$ cat src/core/nsx_pkg.sv
// Package: opcodes, operand codes and reset values for the nibble swap / xor / direction datapath
package nsx_pkg;
  // ==========================================================================
  // Operation selects from the decoder
  // ==========================================================================
  typedef enum logic [1:0] {
    NSX_OP_SWAP    = 2'h0,   // nibble_swap_op
    NSX_OP_XOR_LIT = 2'h1,   // xor_literal_op
    NSX_OP_XOR_F   = 2'h2,   // xor_file_op
    NSX_OP_DIRLD   = 2'h3    // direction_load_op
  } nsx_op_e;

  // ==========================================================================
  // Widths, operand codes, reset values
  // ==========================================================================
  localparam int unsigned NSX_DW         = 8;
  localparam int unsigned NSX_AW         = 7;
  localparam logic [6:0]  NSX_DIR_A_SEL  = 7'h05;   // Port A direction
  localparam logic [6:0]  NSX_DIR_C_SEL  = 7'h07;   // Port C direction
  localparam logic [7:0]  NSX_DIR_RST    = 8'hff;   // All inputs after reset
  localparam logic [7:0]  NSX_ACC_RST    = 8'h00;
  localparam logic        NSX_ZERO_RST   = 1'b0;
  localparam logic        NSX_DEST_ACC   = 1'b0;    // Destination select value for accumulator
  localparam int unsigned NSX_DEPTH      = 128;
endpackage : nsx_pkg

$ cat src/core/nsx_exec.sv
// Execution datapath: nibble swap, xor literal, xor file, direction load
module nsx_exec (
  input  wire logic                          clk_i,          // Core clock, 125 MHz
  input  wire logic                          rst_i,          // Synchronous reset, active high
  input  wire logic                          valid_i,        // Instruction issue strobe
  input  wire nsx_pkg::nsx_op_e              op_i,           // Operation select
  input  wire logic [nsx_pkg::NSX_AW-1:0]    file_i,         // File index or direction operand
  input  wire logic                          dest_i,         // Destination select
  input  wire logic [nsx_pkg::NSX_DW-1:0]    lit_i,          // Literal operand
  output logic                               ready_o,        // Able to take an instruction
  output logic                               done_o,         // Result written at the previous edge
  output logic      [nsx_pkg::NSX_DW-1:0]    acc_o,          // Accumulator
  output logic                               zero_o,         // Zero flag
  output logic      [nsx_pkg::NSX_DW-1:0]    port_a_dir_o,   // port_a_direction
  output logic      [nsx_pkg::NSX_DW-1:0]    port_c_dir_o    // port_c_direction
);
  import nsx_pkg::*;

  // ==========================================================================
  // Sequencer: file operations need a read cycle before they execute
  // ==========================================================================
  typedef enum logic [1:0] {
    NSX_ST_IDLE = 2'b01,
    NSX_ST_EXEC = 2'b10
  } nsx_state_e;

  nsx_state_e         state_q, state_d;
  nsx_op_e            op_q;
  logic [NSX_AW-1:0]  file_q;
  logic               dest_q;
  logic [NSX_DW-1:0]  acc_q;
  logic               zero_q;
  logic [NSX_DW-1:0]  dir_a_q, dir_c_q;
  logic [NSX_DW-1:0]  fdata;
  logic [NSX_DW-1:0]  result;
  logic               mem_we;
  logic               take;
  logic               done_q;

  // Swap nibbles; used in datapath and checks
  function automatic logic [NSX_DW-1:0] nib_swap(input logic [NSX_DW-1:0] v);
    return {v[3:0], v[7:4]};
  endfunction

  // Operations not touching memory complete in the issue cycle
  function automatic logic needs_file(input nsx_op_e op);
    return (op == NSX_OP_SWAP) || (op == NSX_OP_XOR_F);
  endfunction

  assign ready_o = (state_q == NSX_ST_IDLE);
  assign take    = valid_i && ready_o;

  // Next state
  always_comb begin
    state_d = state_q;
    case (state_q)
      NSX_ST_IDLE: begin
        if (take && needs_file(op_i)) begin
          state_d = NSX_ST_EXEC;
        end
      end
      NSX_ST_EXEC: state_d = NSX_ST_IDLE;
      default:     state_d = NSX_ST_IDLE;
    endcase
  end

  always_ff @(posedge clk_i) begin
    if (rst_i) begin
      state_q <= NSX_ST_IDLE;
    end else begin
      state_q <= state_d;
    end
  end

  // Latch operands of a file operation for the execute cycle
  always_ff @(posedge clk_i) begin
    if (rst_i) begin
      op_q   <= NSX_OP_SWAP;
      file_q <= '0;
      dest_q <= NSX_DEST_ACC;
    end else if (take) begin
      op_q   <= op_i;
      file_q <= file_i;
      dest_q <= dest_i;
    end
  end

  // ==========================================================================
  // File register memory
  // ==========================================================================
  nsx_file_mem u_mem (
    .clk_i   (clk_i),
    .raddr_i (file_i),
    .rdata_o (fdata),
    .we_i    (mem_we),
    .waddr_i (file_q),
    .wdata_i (result)
  );

  // Result of the execute cycle
  always_comb begin
    case (op_q)
      NSX_OP_SWAP:  result = nib_swap(fdata);
      NSX_OP_XOR_F: result = acc_q ^ fdata;
      default:      result = fdata;
    endcase
  end

  // Write back to f only when destination select is 1
  assign mem_we = (state_q == NSX_ST_EXEC) && (dest_q != NSX_DEST_ACC);

  // ==========================================================================
  // Accumulator and zero flag
  // ==========================================================================
  always_ff @(posedge clk_i) begin
    if (rst_i) begin
      acc_q <= NSX_ACC_RST;
    end else if (take && op_i == NSX_OP_XOR_LIT) begin
      acc_q <= acc_q ^ lit_i;
    end else if (state_q == NSX_ST_EXEC && dest_q == NSX_DEST_ACC) begin
      acc_q <= result;
    end
  end

  // Only xor touches zero; swap and direction load leave it
  always_ff @(posedge clk_i) begin
    if (rst_i) begin
      zero_q <= NSX_ZERO_RST;
    end else if (take && op_i == NSX_OP_XOR_LIT) begin
      zero_q <= ((acc_q ^ lit_i) == '0);
    end else if (state_q == NSX_ST_EXEC && op_q == NSX_OP_XOR_F) begin
      zero_q <= (result == '0);
    end
  end

  // ==========================================================================
  // Direction registers; other operand values are ignored
  // ==========================================================================
  always_ff @(posedge clk_i) begin
    if (rst_i) begin
      dir_a_q <= NSX_DIR_RST;
      dir_c_q <= NSX_DIR_RST;
    end else if (take && op_i == NSX_OP_DIRLD) begin
      if (file_i == NSX_DIR_A_SEL) begin
        dir_a_q <= acc_q;
      end
      if (file_i == NSX_DIR_C_SEL) begin
        dir_c_q <= acc_q;
      end
    end
  end

  // Completion pulse, registered
  always_ff @(posedge clk_i) begin
    if (rst_i) begin
      done_q <= 1'b0;
    end else begin
      done_q <= (take && !needs_file(op_i)) || (state_q == NSX_ST_EXEC);
    end
  end

  assign done_o       = done_q;
  assign acc_o        = acc_q;
  assign zero_o       = zero_q;
  assign port_a_dir_o = dir_a_q;
  assign port_c_dir_o = dir_c_q;

  // ==========================================================================
  // Checks
  // ==========================================================================
  a_xorlit_acc: assert property (@(posedge clk_i) disable iff (rst_i)
    take && op_i == NSX_OP_XOR_LIT |=> acc_q == ($past(acc_q) ^ $past(lit_i)))
    else $error("xor literal result wrong");

  a_xorlit_zero: assert property (@(posedge clk_i) disable iff (rst_i)
    take && op_i == NSX_OP_XOR_LIT |=> zero_q == (acc_q == '0))
    else $error("xor literal zero flag wrong");

  a_swap_acc: assert property (@(posedge clk_i) disable iff (rst_i)
    state_q == NSX_ST_EXEC && op_q == NSX_OP_SWAP && !dest_q |=> acc_q == nib_swap($past(fdata)))
    else $error("swap result wrong");

  a_swap_flags: assert property (@(posedge clk_i) disable iff (rst_i)
    state_q == NSX_ST_EXEC && op_q == NSX_OP_SWAP |=> $stable(zero_q))
    else $error("swap changed zero flag");

  a_swap_dest: assert property (@(posedge clk_i) disable iff (rst_i)
    state_q == NSX_ST_EXEC && op_q == NSX_OP_SWAP && dest_q |-> mem_we ##1 $stable(acc_q))
    else $error("swap destination wrong");

  a_xorf_dest: assert property (@(posedge clk_i) disable iff (rst_i)
    take && op_i == NSX_OP_XOR_F && dest_i |=> mem_we ##1
    (u_mem.mem_q[$past(file_q)] == ($past(acc_q) ^ $past(fdata))) && $stable(acc_q))
    else $error("xor file destination wrong");

  a_xorf_zero: assert property (@(posedge clk_i) disable iff (rst_i)
    state_q == NSX_ST_EXEC && op_q == NSX_OP_XOR_F |=> zero_q == ($past(result) == '0))
    else $error("xor file zero flag wrong");

  a_dir_load: assert property (@(posedge clk_i) disable iff (rst_i)
    take && op_i == NSX_OP_DIRLD && file_i == NSX_DIR_C_SEL |=> dir_c_q == $past(acc_q) && $stable(dir_a_q))
    else $error("direction load wrong");

  c_swap:  cover property (@(posedge clk_i) take && op_i == NSX_OP_SWAP ##2 done_o);
  c_xorf:  cover property (@(posedge clk_i) take && op_i == NSX_OP_XOR_F && dest_i ##2 done_o);
  c_zero:  cover property (@(posedge clk_i) $rose(zero_q));
  c_dirld: cover property (@(posedge clk_i) take && op_i == NSX_OP_DIRLD && file_i == NSX_DIR_A_SEL);
endmodule // nsx_exec

$ cat src/core/nsx_file_mem.sv
// File register memory: 128 x 8, registered read, one write port
module nsx_file_mem (
  input  wire logic                          clk_i,     // Core clock
  input  wire logic [nsx_pkg::NSX_AW-1:0]    raddr_i,   // Read index
  output logic      [nsx_pkg::NSX_DW-1:0]    rdata_o,   // Registered read data
  input  wire logic                          we_i,      // Write strobe
  input  wire logic [nsx_pkg::NSX_AW-1:0]    waddr_i,   // Write index
  input  wire logic [nsx_pkg::NSX_DW-1:0]    wdata_i    // Write data
);
  import nsx_pkg::*;

  logic [NSX_DW-1:0] mem_q [NSX_DEPTH];

  // ==========================================================================
  // Storage; contents are undefined after reset like real data memory
  // ==========================================================================
  // Plain always so a test may preload cells; always_ff would forbid other writers
  always @(posedge clk_i) begin
    if (we_i) begin
      mem_q[waddr_i] <= wdata_i;
    end
  end

  // Registered read port
  always_ff @(posedge clk_i) begin
    rdata_o <= mem_q[raddr_i];
  end
endmodule // nsx_file_mem

$ cat config.mk
export PLATFORM = sky130hd
export DESIGN_NAME = nsx_exec
export DESIGN_NICKNAME = d
export VERILOG_FILES = /design/src/core/nsx_pkg.sv /design/src/core/nsx_exec.sv /design/src/core/nsx_file_mem.sv
export SDC_FILE = /design/constraint.sdc
export NUM_CORES = 1
export LEC_CHECK = 0
export ABC_AREA = 1
export ABC_CLOCK_PERIOD_IN_PS = 3500
export BUFFER_PORTS_ARGS = -buffer_cell sky130_fd_sc_hd__buf_2
export CAP_MARGIN = 20
export CORE_MARGIN = 2
export CORE_UTILIZATION = 27
export CTS_CLUSTER_DIAMETER = 150
export CTS_CLUSTER_SIZE = 16
export DETAILED_ROUTE_END_ITERATION = 8
export PLACE_DENSITY_LB_ADDON = 0.05
export SLEW_MARGIN = 15
export SYNTH_ARGS = -nofsm -noshare
export SYNTH_HDL_FRONTEND = slang
export SYNTH_HIERARCHICAL = 1
export SYNTH_SLANG_ARGS = --single-unit
$ cat constraint.sdc
create_clock -name clk_i -period 3.5 [get_ports clk_i]
set_clock_uncertainty 0.1 [all_clocks]
set_input_delay 0.7 -clock clk_i [delete_from_list [all_inputs] [get_ports clk_i]]
set_output_delay 0.7 -clock clk_i [all_outputs]
set_load 0.005 [all_outputs]
==> impl_metrics.ini <==
[layout]
finalNetCount = 3989
fill_cells = 16600
syn2layout_area_growth_pct = 13.6
n_antenna_cell = 0
final_layout_size_suffix_gt1_share_pct = 9.93

[worst_setup_path]
reg2reg_slack_ns = 0.36
reg2reg_depth = 7
startpoint_type = flop
crit_path_end_kind = flop
critPathMaxStageDelay_ns = 0.95
required_ns = 3.71
path_common_cell = nor2_1
critPathSlowestCell = nor2_1
r2r-start = state_q[1]
crit_chain = inv_1 -> nor2_1 -> inv_1 -> nor2_1 -> buf_4 -> nand2_1 -> nor2_1
arrival_ns = 3.35
timing_worst_setup_path_type = flop to flop
cp_max_fo = 11
cp-startpoint = state_q[1]
worstReg2RegEnd = u_mem/mem_q[92][5]
crit_path_end = u_mem/mem_q[92][5]

[sta]
final_hold_viol_count = 0
finalSetupViolations = 0
fmax_mhz = 318
final.min_clock_period_ns = 3.14
worst_pin_slew_ns = 1.00
slew_viol_final = 0
relSlewSlack_pct = 33.1
finalSetupTns_ns = 0
rsz0062_at_grt = false
fin_crit_sh_pct = 89.7

[synthesis]
yosys.area.top_type_share_pct = 69.7
synth_edf_count = 1024
yosysTopAreaCell = edfxtp_1
seq_area_frac_synth_pct = 71.8
synth-xor-area-share_pct = 0.159
synth_top_family_by_area = simple AND/OR/NAND/NOR gates
synthFlopType = edfxtp_1
syn_nets = 3877
post_synth_num_cell_types = 33
synth_compound_area_share_pct = 0.718
ys_top_cells_by_count = nand2_1, edfxtp_1, nand3_1, nor2_1, buf_2
syn_area_sq_um = 44100
synthSimpleGateAreaFrac_pct = 23.6
muxShareOfSynthArea_pct = 0
ys_top_cells_by_area = edfxtp_1, nand2_1, nand3_1
syn_inst = 3856
syn_avg_cell_area_sq_um = 11.4
ys_ff_latch = 1070
synth_fa_ha_area_share_pct = 0
ys_async_sr_fraction_pct = 0
ys_warn_count = 6
synth.most_common_cell = nand2_1

[pwr]
p_per_area_nw_per_um2 = 518
p_leak_nw = 17.7
ir_drop_mv = 0.363
power_mw = 26.0

[floorplanning]
io_pins = 48
die_y_microns = 408
initial_core_util_pct = 27.2
die_w_microns = 408
dieArea_sq_um = 167000
core_sq_um = 162000
rows = 148

[drt]
first_pass_iters = 6
drc_errors = 0
postRouteAntennaNets = 0
drtIter0Drc = 2048
avgViaCountPerCell = 4.62
wl_per_cell_microns = 24.1
vias = 28500
wl_microns = 148000

[place]
dp_hpwl_microns = 90500
place_congestion = 0.751
port_buffers = 47

[global_routing]
grt_use_total_pct = 17.6
grt_overflow_total = 0
grt_max_degree = 84
grt_pass1_wl_microns = 214000
grt_pass1_vias = 28100
antenna_found_initial = 1

[worst_hold_path]
hold_class = input pin to flop
holdCritStartpoint = op_i[0]

[clocking]
cts-buffers-inserted = 76
cts_tree = yes
cts_hold_buf = 0
cts.sinks = 1070
htreeDepth = 3
post_cts.repair.setup_buffers = 0
clk_pin_slew_ns = 0.08
clkLatencyLatePin_ns = 0.70
ctsResizeCount = 0
clock-root-buffer = clkbuf_16
cts_buffer_depth = 3

[outcome]
status = finished clean

[flow_run]
maxCapViolations = 0
-- where the power goes --
part | leakage (nW) | total [mW] | internal [mW] | switching (mW)
registers | 9.63 | 14.6 | 14.5 | 0.0439
clock network | 1.02 | 8.70 | 4.12 | 4.58
logic | 7.09 | 2.66 | 0.574 | 2.09
total | 17.7 | 26.0 | 19.2 | 6.71
-- layer usage --
layer	GRT usage, %	part of all wire [%]
met1	25.3	48
met3	2.15	3.3
met4	3.56	1.9
met2	28.4	47
met5	0	0
-- worst min-delay path by stage --
stage / end / cells after the start
floorplan: dest_q / 2
global placement: port_c_dir_o[7] / 2
detailed placement: port_c_dir_o[7] / 2
CTS: state_q[1] / 2
global route: state_q[1] / 2
finish: state_q[1] / 2
-- worst max-delay path, delay by kind of cell, from the launching register on --
| kind | cells | cell delay, ns |
|---|---|---|
| DFF | 1 | 0.37 |
| and+or+nand+nor | 4 | 1.93 |
| buffers and inverters | 3 | 0.35 |
-- flip-flops by register name (all words and copies together), names as in the netlist --
name	count
u_mem/mem_q	1024
acc_o	8
port_a_dir_o	8
port_c_dir_o	8
u_mem/rdata_o	8
file_q	7
op_q	2
state_q	2
dest_q	1
done_o	1
zero_o	1
-- area by class of cell --
class | count | area [sq um] | area share [%]
clock buffers | 93 | 2050 | 4.09
well taps | 2175 | 2720 | 5.43
multi-input cells | 2486 | 10800 | 21.6
clock inverters | 4 | 48.8 | 0.0974
repair buffers | 272 | 2470 | 4.92
inverters | 62 | 300 | 0.600
flip-flops and latches | 1070 | 31700 | 63.2
-- stage by stage --
step	worst slack, ns	instance area, sq um	hold WS (ns)	util [%]	std cells
CTS	0.329	50100	0.103	30.8	6162
detailed placement	0.149	48000	0.347	29.5	6065
floorplan	0.194	44100	0.349	-	3856
finish	0.360	50100	0.156	30.8	6162
global route	0.185	50100	0.128	30.8	6162
global placement	0.123	48000	0.346	29.5	6065
-- cell usage in the layout, fill, tap and decap left out, types with 2 or more instances in the layout --
master / n
a21oi_1: 12
a31oi_1: 6
buf_12: 41
buf_2: 43
buf_4: 185
buf_8: 2
clkbuf_1: 13
clkbuf_16: 80
dfxtp_1: 46
edfxtp_1: 1024
inv_1: 51
inv_6: 7
nand2_1: 1317
nand2_2: 3
nand2_4: 3
nand3_1: 938
nor2_1: 155
nor3_1: 11
o211ai_2: 14
o21ai_0: 4
or2_2: 5
xnor2_1: 6
xor2_1: 2
-- cells by family (layout without fill, tap and decap cells) --
family	count (synthesis)	count (layout)
AOI/OAI and AO/OA	39	39
xor gates and xnor gates	8	8
buffers and inverters	300	431
DFF	1070	1070
and+or+nand+nor	2439	2439
Note: power is estimated with default switching activity, not from simulation.
